===== config.mk =====
export PLATFORM = sky130hd
export DESIGN_NAME = pgq_power_good_qualifier
export DESIGN_NICKNAME = d
export VERILOG_FILES = /design/src/design/pgq_pkg.sv /design/src/design/pgq_power_good_qualifier.sv
export VERILOG_INCLUDE_DIRS = /design/src /design/src/design
export SDC_FILE = /design/constraint.sdc
export NUM_CORES = 1
export LEC_CHECK = 0
export BUFFER_PORTS_ARGS = -buffer_cell sky130_fd_sc_hd__buf_2
export CAP_MARGIN = 0
export CORE_MARGIN = 4
export CORE_UTILIZATION = 40
export DETAILED_ROUTE_END_ITERATION = 8
export GPL_TIMING_DRIVEN = 1
export HOLD_SLACK_MARGIN = 0.12
export PLACE_DENSITY = 0.66
export SYNTH_ARGS = -nofsm -noshare
export SYNTH_HDL_FRONTEND = slang
export SYNTH_SLANG_ARGS = --single-unit

===== constraint.sdc =====
create_clock -name clk -period 7.6 [get_ports clk]
set_input_delay 1.14 -clock clk [delete_from_list [all_inputs] [get_ports clk]]
set_output_delay 1.14 -clock clk [all_outputs]
set_load 0.005 [all_outputs]

===== src/design/pgq_params.svh =====
// Constants for the power-good qualifier: command code, field positions, timing
`ifndef PGQ_PARAMS_SVH
`define PGQ_PARAMS_SVH

// ----------------------------------------------------------------------
// Command code of the settings word
// ----------------------------------------------------------------------
`define PGQ_CMD_SETTINGS      8'hE3

// ----------------------------------------------------------------------
// Field positions inside the settings word
// ----------------------------------------------------------------------
`define PGQ_FALL_HI           15
`define PGQ_FALL_LO           12
`define PGQ_RISE_HI           11
`define PGQ_RISE_LO           8
`define PGQ_MASK_HI           7
`define PGQ_MASK_LO           0
`define PGQ_BIT_OV_FAULT      7
`define PGQ_BIT_OV_WARN       6
`define PGQ_BIT_UV_FAULT      5
`define PGQ_BIT_UV_WARN       4
`define PGQ_BIT_OC_WARN       3
`define PGQ_BIT_OC_FAULT      2
`define PGQ_BIT_IN_OV_WARN    1
`define PGQ_BIT_IN_OV_FAULT   0

// ----------------------------------------------------------------------
// Widths, reset value and delay timing
// ----------------------------------------------------------------------
`define PGQ_REG_W             16
`define PGQ_EVT_W             8
`define PGQ_CNT_W             17
`define PGQ_SETTINGS_RESET    16'h0000
`define PGQ_DELAY_ZERO_TICKS  17'h00001
`define PGQ_DELAY_BASE        17'h00001
`define PGQ_DELAY_EXTRA       17'h00001
`define PGQ_CNT_ZERO          17'h00000
`define PGQ_CNT_ONE           17'h00001

`endif


===== src/design/pgq_pkg.sv =====
// Types shared by the power-good qualifier and its users
package pgq_pkg;

    // ------------------------------------------------------------------
    // Converter phase as reported by the sequencer
    // ------------------------------------------------------------------
    typedef enum logic [2:0] {
        PH_DISABLED   = 3'b000,    // Conversion off
        PH_ON_WAIT    = 3'b001,    // turn_on_wait
        PH_ON_RAMP    = 3'b010,    // turn_on_ramp
        PH_REGULATING = 3'b011,    // Normal regulation
        PH_OFF_RAMP   = 3'b100,    // turn_off_ramp
        PH_FAULT_OFF  = 3'b101     // Fault shutdown or hiccup delay
    } pgq_phase_t;

    // ------------------------------------------------------------------
    // Command request from the serial command decoder
    // ------------------------------------------------------------------
    typedef struct packed {
        logic        valid;        // One-cycle request strobe
        logic        write;        // 1 write word, 0 read word
        logic [7:0]  code;         // Command code
        logic [15:0] wdata;        // Write word
    } pgq_cmd_t;

    // ------------------------------------------------------------------
    // Answer to a command
    // ------------------------------------------------------------------
    typedef struct packed {
        logic        ack;          // Request accepted
        logic        err;          // Request refused
        logic [15:0] rdata;        // Read word
    } pgq_rsp_t;

endpackage


===== src/design/pgq_power_good_qualifier.sv =====
// Power-good qualifier: settings word, fall and rise delay timers, output
`timescale 1ns/1ns
`default_nettype none
`include "pgq_params.svh"

module pgq_power_good_qualifier #(
    parameter logic [15:0] SETTINGS_RESET = `PGQ_SETTINGS_RESET
) (
    input  wire logic                 clk,
    input  wire logic                 rst,
    input  wire pgq_pkg::pgq_cmd_t    cmdReq,
    output pgq_pkg::pgq_rsp_t         cmdRsp,
    input  wire logic                 nvmLoad,
    input  wire logic [15:0]          nvmData,
    input  wire logic                 convEnable,
    input  wire pgq_pkg::pgq_phase_t  phase,
    input  wire logic                 pwmTick,
    input  wire logic [7:0]           eventIn,
    input  wire logic [7:0]           continueOn,
    output logic                      powerGoodOut,
    output logic [15:0]               settingsOut
);

    // ------------------------------------------------------------------
    // Delay decode: 0 gives one tick, N gives 2^N+1 ticks
    // ------------------------------------------------------------------
    function automatic logic [`PGQ_CNT_W-1:0] delayTicks(input logic [3:0] n);
        logic [`PGQ_CNT_W-1:0] t;
        t = `PGQ_DELAY_ZERO_TICKS;
        if (n != 4'h0) begin
            t = (`PGQ_DELAY_BASE << n) + `PGQ_DELAY_EXTRA;
        end
        return t;
    endfunction

    // ------------------------------------------------------------------
    // State
    // ------------------------------------------------------------------
    logic [15:0]           settings_q;   // Settings word
    logic [`PGQ_CNT_W-1:0] fallCnt_q;    // Event duration in ticks
    logic [`PGQ_CNT_W-1:0] riseCnt_q;    // Clear duration in ticks
    logic                  bad_q;        // Qualified bad condition
    logic                  pg_q;         // Output flop
    pgq_pkg::pgq_rsp_t     rsp_q;        // Command answer

    // ------------------------------------------------------------------
    // Decode
    // ------------------------------------------------------------------
    wire logic        hitCode   = cmdReq.valid && (cmdReq.code == `PGQ_CMD_SETTINGS);
    wire logic        wrOk      = hitCode && cmdReq.write && !convEnable;
    wire logic        rdOk      = hitCode && !cmdReq.write;
    wire logic        reqErr    = cmdReq.valid && !(wrOk || rdOk);
    wire logic [7:0]  maskBits  = settings_q[`PGQ_MASK_HI:`PGQ_MASK_LO];
    // A set mask bit blocks its event; continue-on faults never count
    wire logic [7:0]  liveEvt   = eventIn & ~maskBits & ~continueOn;
    wire logic        evtNow    = |liveEvt;
    wire logic [`PGQ_CNT_W-1:0] fallTgt =
        delayTicks(settings_q[`PGQ_FALL_HI:`PGQ_FALL_LO]);
    wire logic [`PGQ_CNT_W-1:0] riseTgt =
        delayTicks(settings_q[`PGQ_RISE_HI:`PGQ_RISE_LO]);
    wire logic        fallDone  = evtNow && (fallCnt_q >= fallTgt);
    wire logic        riseDone  = !evtNow && (riseCnt_q >= riseTgt);
    wire logic        regul     = (phase == pgq_pkg::PH_REGULATING);
    // Any non-regulating phase forces low at once, bypassing fall delay
    wire logic        forceLow  = !regul;

    logic bad_d;                         // Next qualified bad condition
    always_comb begin
        bad_d = bad_q;
        if (forceLow) begin
            bad_d = 1'b1;                // Forced phases
        end else if (fallDone) begin
            bad_d = 1'b1;                // Fall delay expired
        end else if (riseDone) begin
            bad_d = 1'b0;                // Rise delay expired
        end
    end
    wire logic pg_d = regul && !bad_d;

    // ------------------------------------------------------------------
    // Settings word; NVM restore wins over a host write
    // ------------------------------------------------------------------
    always_ff @(posedge clk) begin
        if (rst) begin
            settings_q <= SETTINGS_RESET;
        end else if (nvmLoad) begin
            settings_q <= nvmData;
        end else if (wrOk) begin
            settings_q <= cmdReq.wdata;
        end
    end

    // ------------------------------------------------------------------
    // Command answer, one cycle after the request
    // ------------------------------------------------------------------
    always_ff @(posedge clk) begin
        if (rst) begin
            rsp_q <= '0;
        end else begin
            rsp_q.ack <= wrOk || rdOk;
            rsp_q.err <= reqErr;
            if (rdOk) begin
                rsp_q.rdata <= settings_q;
            end
        end
    end

    // ------------------------------------------------------------------
    // Fall timer: counts ticks while an event stands, zero otherwise.
    // Kept apart from the rise timer so a short glitch never lowers pg.
    // ------------------------------------------------------------------
    always_ff @(posedge clk) begin
        if (rst || !evtNow) begin
            fallCnt_q <= `PGQ_CNT_ZERO;
        end else if (pwmTick && (fallCnt_q < fallTgt)) begin
            fallCnt_q <= fallCnt_q + `PGQ_CNT_ONE;
        end
    end

    // ------------------------------------------------------------------
    // Rise timer: counts ticks while clear, zero on any event.
    // Held at zero outside regulation, so entering regulation waits out
    // the full rise delay instead of releasing pg at once.
    // ------------------------------------------------------------------
    always_ff @(posedge clk) begin
        if (rst || evtNow || !regul) begin
            riseCnt_q <= `PGQ_CNT_ZERO;
        end else if (pwmTick && (riseCnt_q < riseTgt)) begin
            riseCnt_q <= riseCnt_q + `PGQ_CNT_ONE;
        end
    end

    // ------------------------------------------------------------------
    // Qualified state and output flop
    // ------------------------------------------------------------------
    always_ff @(posedge clk) begin
        if (rst) begin
            bad_q <= 1'b1;
            pg_q  <= 1'b0;
        end else begin
            bad_q <= bad_d;
            pg_q  <= pg_d;
        end
    end

    assign powerGoodOut = pg_q;
    assign settingsOut  = settings_q;
    assign cmdRsp       = rsp_q;

    // ------------------------------------------------------------------
    // Checks
    // ------------------------------------------------------------------
    fall_expire_a: assert property (@(posedge clk) disable iff (rst)
        (regul && fallDone) |=> !powerGoodOut)
        else $error("pg not low after fall delay");

    rise_release_a: assert property (@(posedge clk) disable iff (rst)
        (regul && $past(regul) && riseDone && bad_q) |=> powerGoodOut)
        else $error("pg not released after rise delay");

    ov_masks_a: assert property (@(posedge clk) disable iff (rst)
        (maskBits[`PGQ_BIT_OV_FAULT] && maskBits[`PGQ_BIT_OV_WARN]
         && ((eventIn & ~8'hC0) == 8'h00)) |-> !evtNow)
        else $error("masked overvoltage event counted");

    uv_masks_a: assert property (@(posedge clk) disable iff (rst)
        (!maskBits[`PGQ_BIT_UV_FAULT] && eventIn[`PGQ_BIT_UV_FAULT]
         && !continueOn[`PGQ_BIT_UV_FAULT]) |=> (fallCnt_q != `PGQ_CNT_ZERO)
         || !$past(pwmTick))
        else $error("unmasked undervoltage fault not timed");

    oc_masks_a: assert property (@(posedge clk) disable iff (rst)
        (maskBits[`PGQ_BIT_OC_WARN] && maskBits[`PGQ_BIT_OC_FAULT]
         && ((eventIn & ~8'h0C) == 8'h00)) |=> (fallCnt_q == `PGQ_CNT_ZERO))
        else $error("masked overcurrent event timed");

    inov_masks_a: assert property (@(posedge clk) disable iff (rst)
        (maskBits[`PGQ_BIT_IN_OV_WARN] && maskBits[`PGQ_BIT_IN_OV_FAULT]
         && ((eventIn & ~8'h03) == 8'h00)) |-> !evtNow)
        else $error("masked input overvoltage event counted");

    forced_low_a: assert property (@(posedge clk) disable iff (rst)
        !regul |=> !powerGoodOut)
        else $error("pg high outside regulation");

    off_bypass_a: assert property (@(posedge clk) disable iff (rst)
        (phase == pgq_pkg::PH_OFF_RAMP || phase == pgq_pkg::PH_FAULT_OFF)
        ##1 1'b1 |-> !powerGoodOut && bad_q)
        else $error("fall delay not bypassed");

    cont_fault_a: assert property (@(posedge clk) disable iff (rst)
        ((eventIn & ~continueOn) == 8'h00) |-> !evtNow)
        else $error("continue-on fault counted");

    timers_apart_a: assert property (@(posedge clk) disable iff (rst)
        !((fallCnt_q != `PGQ_CNT_ZERO) && (riseCnt_q != `PGQ_CNT_ZERO)))
        else $error("both timers running");

    short_event_a: assert property (@(posedge clk) disable iff (rst)
        ($fell(powerGoodOut) && $past(regul) && regul) |-> $past(fallDone))
        else $error("pg fell without fall delay");

    locked_write_a: assert property (@(posedge clk) disable iff (rst)
        (convEnable && !nvmLoad) |=> $stable(settings_q))
        else $error("settings changed while converting");

    fall_restart_a: assert property (@(posedge clk) disable iff (rst)
        !evtNow |=> (fallCnt_q == `PGQ_CNT_ZERO))
        else $error("fall timer not restarted");

endmodule
`default_nettype wire


Word level (Yosys, flattened, before mapping) --
Index checks and enable logic that the tools add are counted.
Cells by class: shifts and indexed selects 2, add/subtract/negate cells 4, bitwise operators 4, multiplexer cells 7, equality and inequality tests 2, order comparisons 4, reduce and logical (&&, ||, !) cells 24
Operator list (count):
- 17-bit by 1-bit adder with 17-bit output, second input constant | 4
- 17-bit greater-or-equal comparator | 2
- 17-bit < comparator | 2
- 17-bit 2-to-1 mux | 2
- 1-bit by 4-bit left shift with 17-bit output, first input constant | 2
- 16-bit 2-to-1 mux | 2
- 8-bit bitwise AND | 2
- 8-bit inverter | 2
- 1-bit logical AND | 10
- 8-bit == test, second input constant | 1
- 4-bit nonzero test | 2
- 8-bit OR reduction | 1
- 1-bit zero test | 6
- 1-bit logical OR | 4
- 3-bit by 2-bit == test with 1-bit output, second input constant | 1
- 1-bit 2-to-1 mux | 3
- 2-bit nonzero test | 1
Word-level totals: logic and storage cells 55, bits in registers 70

Longest topological paths before layout --
depth in word-level cells 11, mapped depth 16

Worst setup path after synthesis --
Ideal clock, no wire load.
path kind register to register, start point register settings_q[12] (netlist: settingsOut[12]), end point register fallCnt_q[10], setup slack 4244 ps, arrival time 3286 ps, clock period less this slack 3356 ps, library setup time 70 ps, cell stages (with the launch flop) 16, path through dfxtp_1 > clkbuf_1 > nor2b_1 > and2_1 > ha_1 > inv_1 > nor2_1 > a31oi_1 > ha_1 > a21oi_1 > o21ai_0 > a2111oi_1 > o211ai_2 > buf_6 > or4_1 > a21oi_1
Between the ends: word-level cells in the longest chain between the ends 5, elaborated cells on any way between the ends 6
RTL lines:
- start, declared | line pgq_power_good_qualifier.sv:39 | logic [15:0] settings_q;
- start signal, assigned | line pgq_power_good_qualifier.sv:87 | settings_q <= nvmData;
- start signal, assigned | line pgq_power_good_qualifier.sv:89 | settings_q <= cmdReq.wdata;
- 1-bit by 4-bit left shift with 17-bit output (no line)
- 17-bit by 1-bit adder with 17-bit output (no line)
- 17-bit 2-to-1 mux * | line pgq_power_good_qualifier.sv:30 | if (n != 4'h0) begin
- 17-bit < comparator * | line pgq_power_good_qualifier.sv:115 | end else if (pwmTick && (fallCnt_q < fallTgt)) begin
- 1-bit logical AND * | line pgq_power_good_qualifier.sv:115
- end signal, assigned | line pgq_power_good_qualifier.sv:114 | fallCnt_q <= `PGQ_CNT_ZERO;
- end signal, assigned | line pgq_power_good_qualifier.sv:116 | fallCnt_q <= fallCnt_q + `PGQ_CNT_ONE;
- end, declared | line pgq_power_good_qualifier.sv:40 | logic [`PGQ_CNT_W-1:0] fallCnt_q;
Mark *: on every way between the ends. The rest lies on a longest branch, timed or not. A chain may end at the register's enable or synchronous reset.

Worst setup path in the final report --
start point register settings_q[12] (netlist: settingsOut[12]), end point register fallCnt_q[6]
Same word-level chain as after synthesis.

==> results by group <==
Synthesis
  – Top_reg_cell synth: dfxtp_1
  – Post-synth EDFFs: 0
  – Syn Inst Count: 496
  – Part of the Yosys area used for sequential elements: 0.3379
  – Area contributors post-synth: dfxtp_1 34%, ha_1 11%, mux2i_1 8.4%
  – Post-synth ARST share: 0
  – Yosys reg bits: 70
  – Synth warn: 0
  – Mapped Area: 4148 µm²
  – Netlist cell types: 45
  – Synth area leader: dfxtp_1
  – Synth top area share: 0.3379
  – Avg Inst Size Synth: 8.362 µm²

Global route
  – GRT Overall Usage: 0.1841
  – Grt ovf: 0
  – Number of global-route vias before repair: 3864
  – Largest net degree at the start of global routing: 38
  – Initial antenna violation count: 0
  – First-pass GRT wire length: 17860 µm

Outcome
  – Outcome: finished clean

Die
  – Placement Rows: 36
  – Boundary Pins: 101
  – Die area: 12060 µm²
  – Die Span X: 109.8 µm
  – Initial core utilization: 0.4167
  – Core area: 9955 µm²
  – Die H: 109.8 µm

Worst setup path
  – Critical path's slowest cell: a2111oi_1
  – CP Buf/Inv Count: 1
  – CP Cell Sequence: nor2b_1 > and2_1 > ha_1 > inv_1 > nor2_1 > a31oi_1 > ha_1 > a21oi_1 > o21ai_0 > a2111oi_1 > o211ai_2 > or4_1 > a21oi_1
  – CP top delay family: compound AO/OA/AOI/OAI gates
  – CP max stage delay: 670 ps
  – Worst setup SP type: flop
  – Critical register-to-register path startpoint: settingsOut[12]
  – Crit path kind: reg -> reg
  – CP arrival: 4090 ps
  – Crit end category: flop
  – Crit path required time: 7860 ps
  – Worst-path fanout max: 21
  – Setup crit start: settingsOut[12]

Worst hold path
  – Hold path start: cmdRsp[8]
  – Hold Path Class: reg -> reg

Timing
  – Fmax: 0.2611 GHz
  – Final Hold Vio Count: 0
  – Slew Viols, Final: 0
  – Post-layout minimum cycle time: 3830 ps
  – Total negative slack: 0 ps
  – Hold slack final: 495.2 ps
  – Clk_skew: 7.901 ps
  – RSZ-0062 raised after global routing: false
  – Slew @ Worst Pin: 1084 ps
  – Finish-stage setup viols: 0
  – Worst setup margin: 3770 ps
  – Worst relative slew slack: 0.2765
  – Post-route clock period utilization: 0.5039

Cells and area
  – Layout cells sized above 1: 0.2098
  – Area delta synth->final: 19.31%
  – Commonest non-fill, non-tap cell in the layout: buf_2
  – Commonest non-fill, non-tap cells in the layout: 100 x buf_2, 70 x dfxtp_1, 52 x nor2_1
  – Final Cell Area: 4949 µm²
  – Fill cells: 958
  – Nets@finish: 691
  – Ant. Diodes: 0

Clock tree
  – Hold buffer count at CTS: 0
  – Root buffer cell: clkbuf_8
  – Setup bufs post-CTS: 0
  – TritonCTS clock tree: done
  – Clock Sinks: 70
  – H-tree depth: 3
  – Inserted Clock Buffers: 9
  – Clock buffer depth: 2
  – Latest clock arrival within the worst-skew pair: 340 ps
  – Post-CTS sizing: 0
  – Clk slew on worst S/H paths: 70 ps

Drt
  – Number of detailed-route iterations in the first pass: 4
  – Via count: 3939
  – DR DRC count: 0
  – Drt first-iter violations: 143
  – ANT nets after route: 0
  – Vias/cell: 5.441
  – WL final: 10570 µm
  – Drt wl/cell: 14.59 µm

Placement
  – Post-DP Area: 4741 µm²
  – DP Worst Slack: 3878 ps
  – DP HPWL: 8150 µm
  – I/O Buffers: 100
  – RD Place Congestion: 0.8556

Power
  – P_leak: 2.054 nW
  – Max VDD drop: 0.09337 mV
  – P per Cell Area: 164.1 nW/µm²

Flow run
  – Max Cap Viol: 0
==> path summary, 6_finish.rpt <==
path,to,slack (ps),cells after the start
max,fallCnt_q[6],3770,13
max reg2reg,fallCnt_q[6],3770,13
min,cmdRsp[8],500,2
min reg2reg,cmdRsp[8],500,2
==> per-layer routing <==
metal,GRT usage,share of wire,wire [µm]
met5,0,0,0
met4,0.04541,0.0092,97
met3,0.04404,0.065,689
met2,0.3037,0.46,4831
met1,0.2415,0.47,4946
==> flip-flops by register name, summed over array words and instances (netlist names) <==
signal,flops
settingsOut,16
powerGoodOut,1
riseCnt_q,17
cmdRsp,18
fallCnt_q,17
bad_q,1
==> where the power goes <==
| part | internal, mW | switching (mW) |
|---|---|---|
| Combinational | 0.0475 | 0.0591 |
| Sequential | 0.375 | 0.0145 |
| Clock | 0.176 | 0.140 |
==> final cells by class <==
cell class,instances,area [µm²],share of cell area
Clock buffer,12,165.2,0.03338
Clock inverter,3,42.54,0.008597
Inverter,15,56.30,0.01138
Multi-Input combinational cell,390,2609,0.5272
Sequential cell,70,1401,0.2832
Tap cell,133,166.4,0.03363
Timing Repair Buffer,101,508.0,0.1027
==> worst register-to-register path: stages, from the launching register on <==
cell       delay (ps)
dfxtp_1           540
nor2b_1           300
and2_1            180
ha_1              140
inv_1              50
nor2_1            100
a31oi_1            60
ha_1              310
a21oi_1           130
o21ai_0            90
a2111oi_1         670
o211ai_2          420
or4_1             600
a21oi_1           160
==> cell families after synthesis <==
| kind of cell | after synthesis | share of synthesized area |
|---|---|---|
| AO/OA/AOI/OAI | 103 | 0.1593 |
| XOR/XNOR | 5 | 0.01056 |
| adder cells (fa/ha/maj) | 38 | 0.1146 |
| buffers and inverters | 39 | 0.03740 |
| flip-flops | 70 | 0.3379 |
| multiplexers | 36 | 0.08718 |
| other | 1 | 0.0009041 |
| AND/OR/NAND/NOR | 204 | 0.2522 |
==> through the flow <==
step	total power, mW	utilization	instances
2_1_floorplan	0.4655	-	499
3_3_place_gp	0.5004	0.4762	709
3_5_place_dp	0.5044	0.4762	709
4_1_cts	0.8178	0.4971	724
5_1_grt	0.8508	0.4971	724
6_report	0.8118	0.4971	724
==> cell usage after synthesis, drive strengths merged (8+ instances only) <==
| library cell | number |
|---|---|
| nor2 | 53 |
| a21oi | 38 |
| nand2 | 34 |
| o31ai | 9 |
| nand4 | 15 |
| or3 | 12 |
| or4 | 12 |
| inv | 15 |
| mux2i | 35 |
| dfxtp | 70 |
| ha | 38 |
| nand3 | 31 |
| nor3 | 8 |
| o21ai | 21 |
| a211oi | 17 |
| nor2b | 11 |
| clkbuf | 21 |
Note: power is estimated with default switching activity, not from simulation.
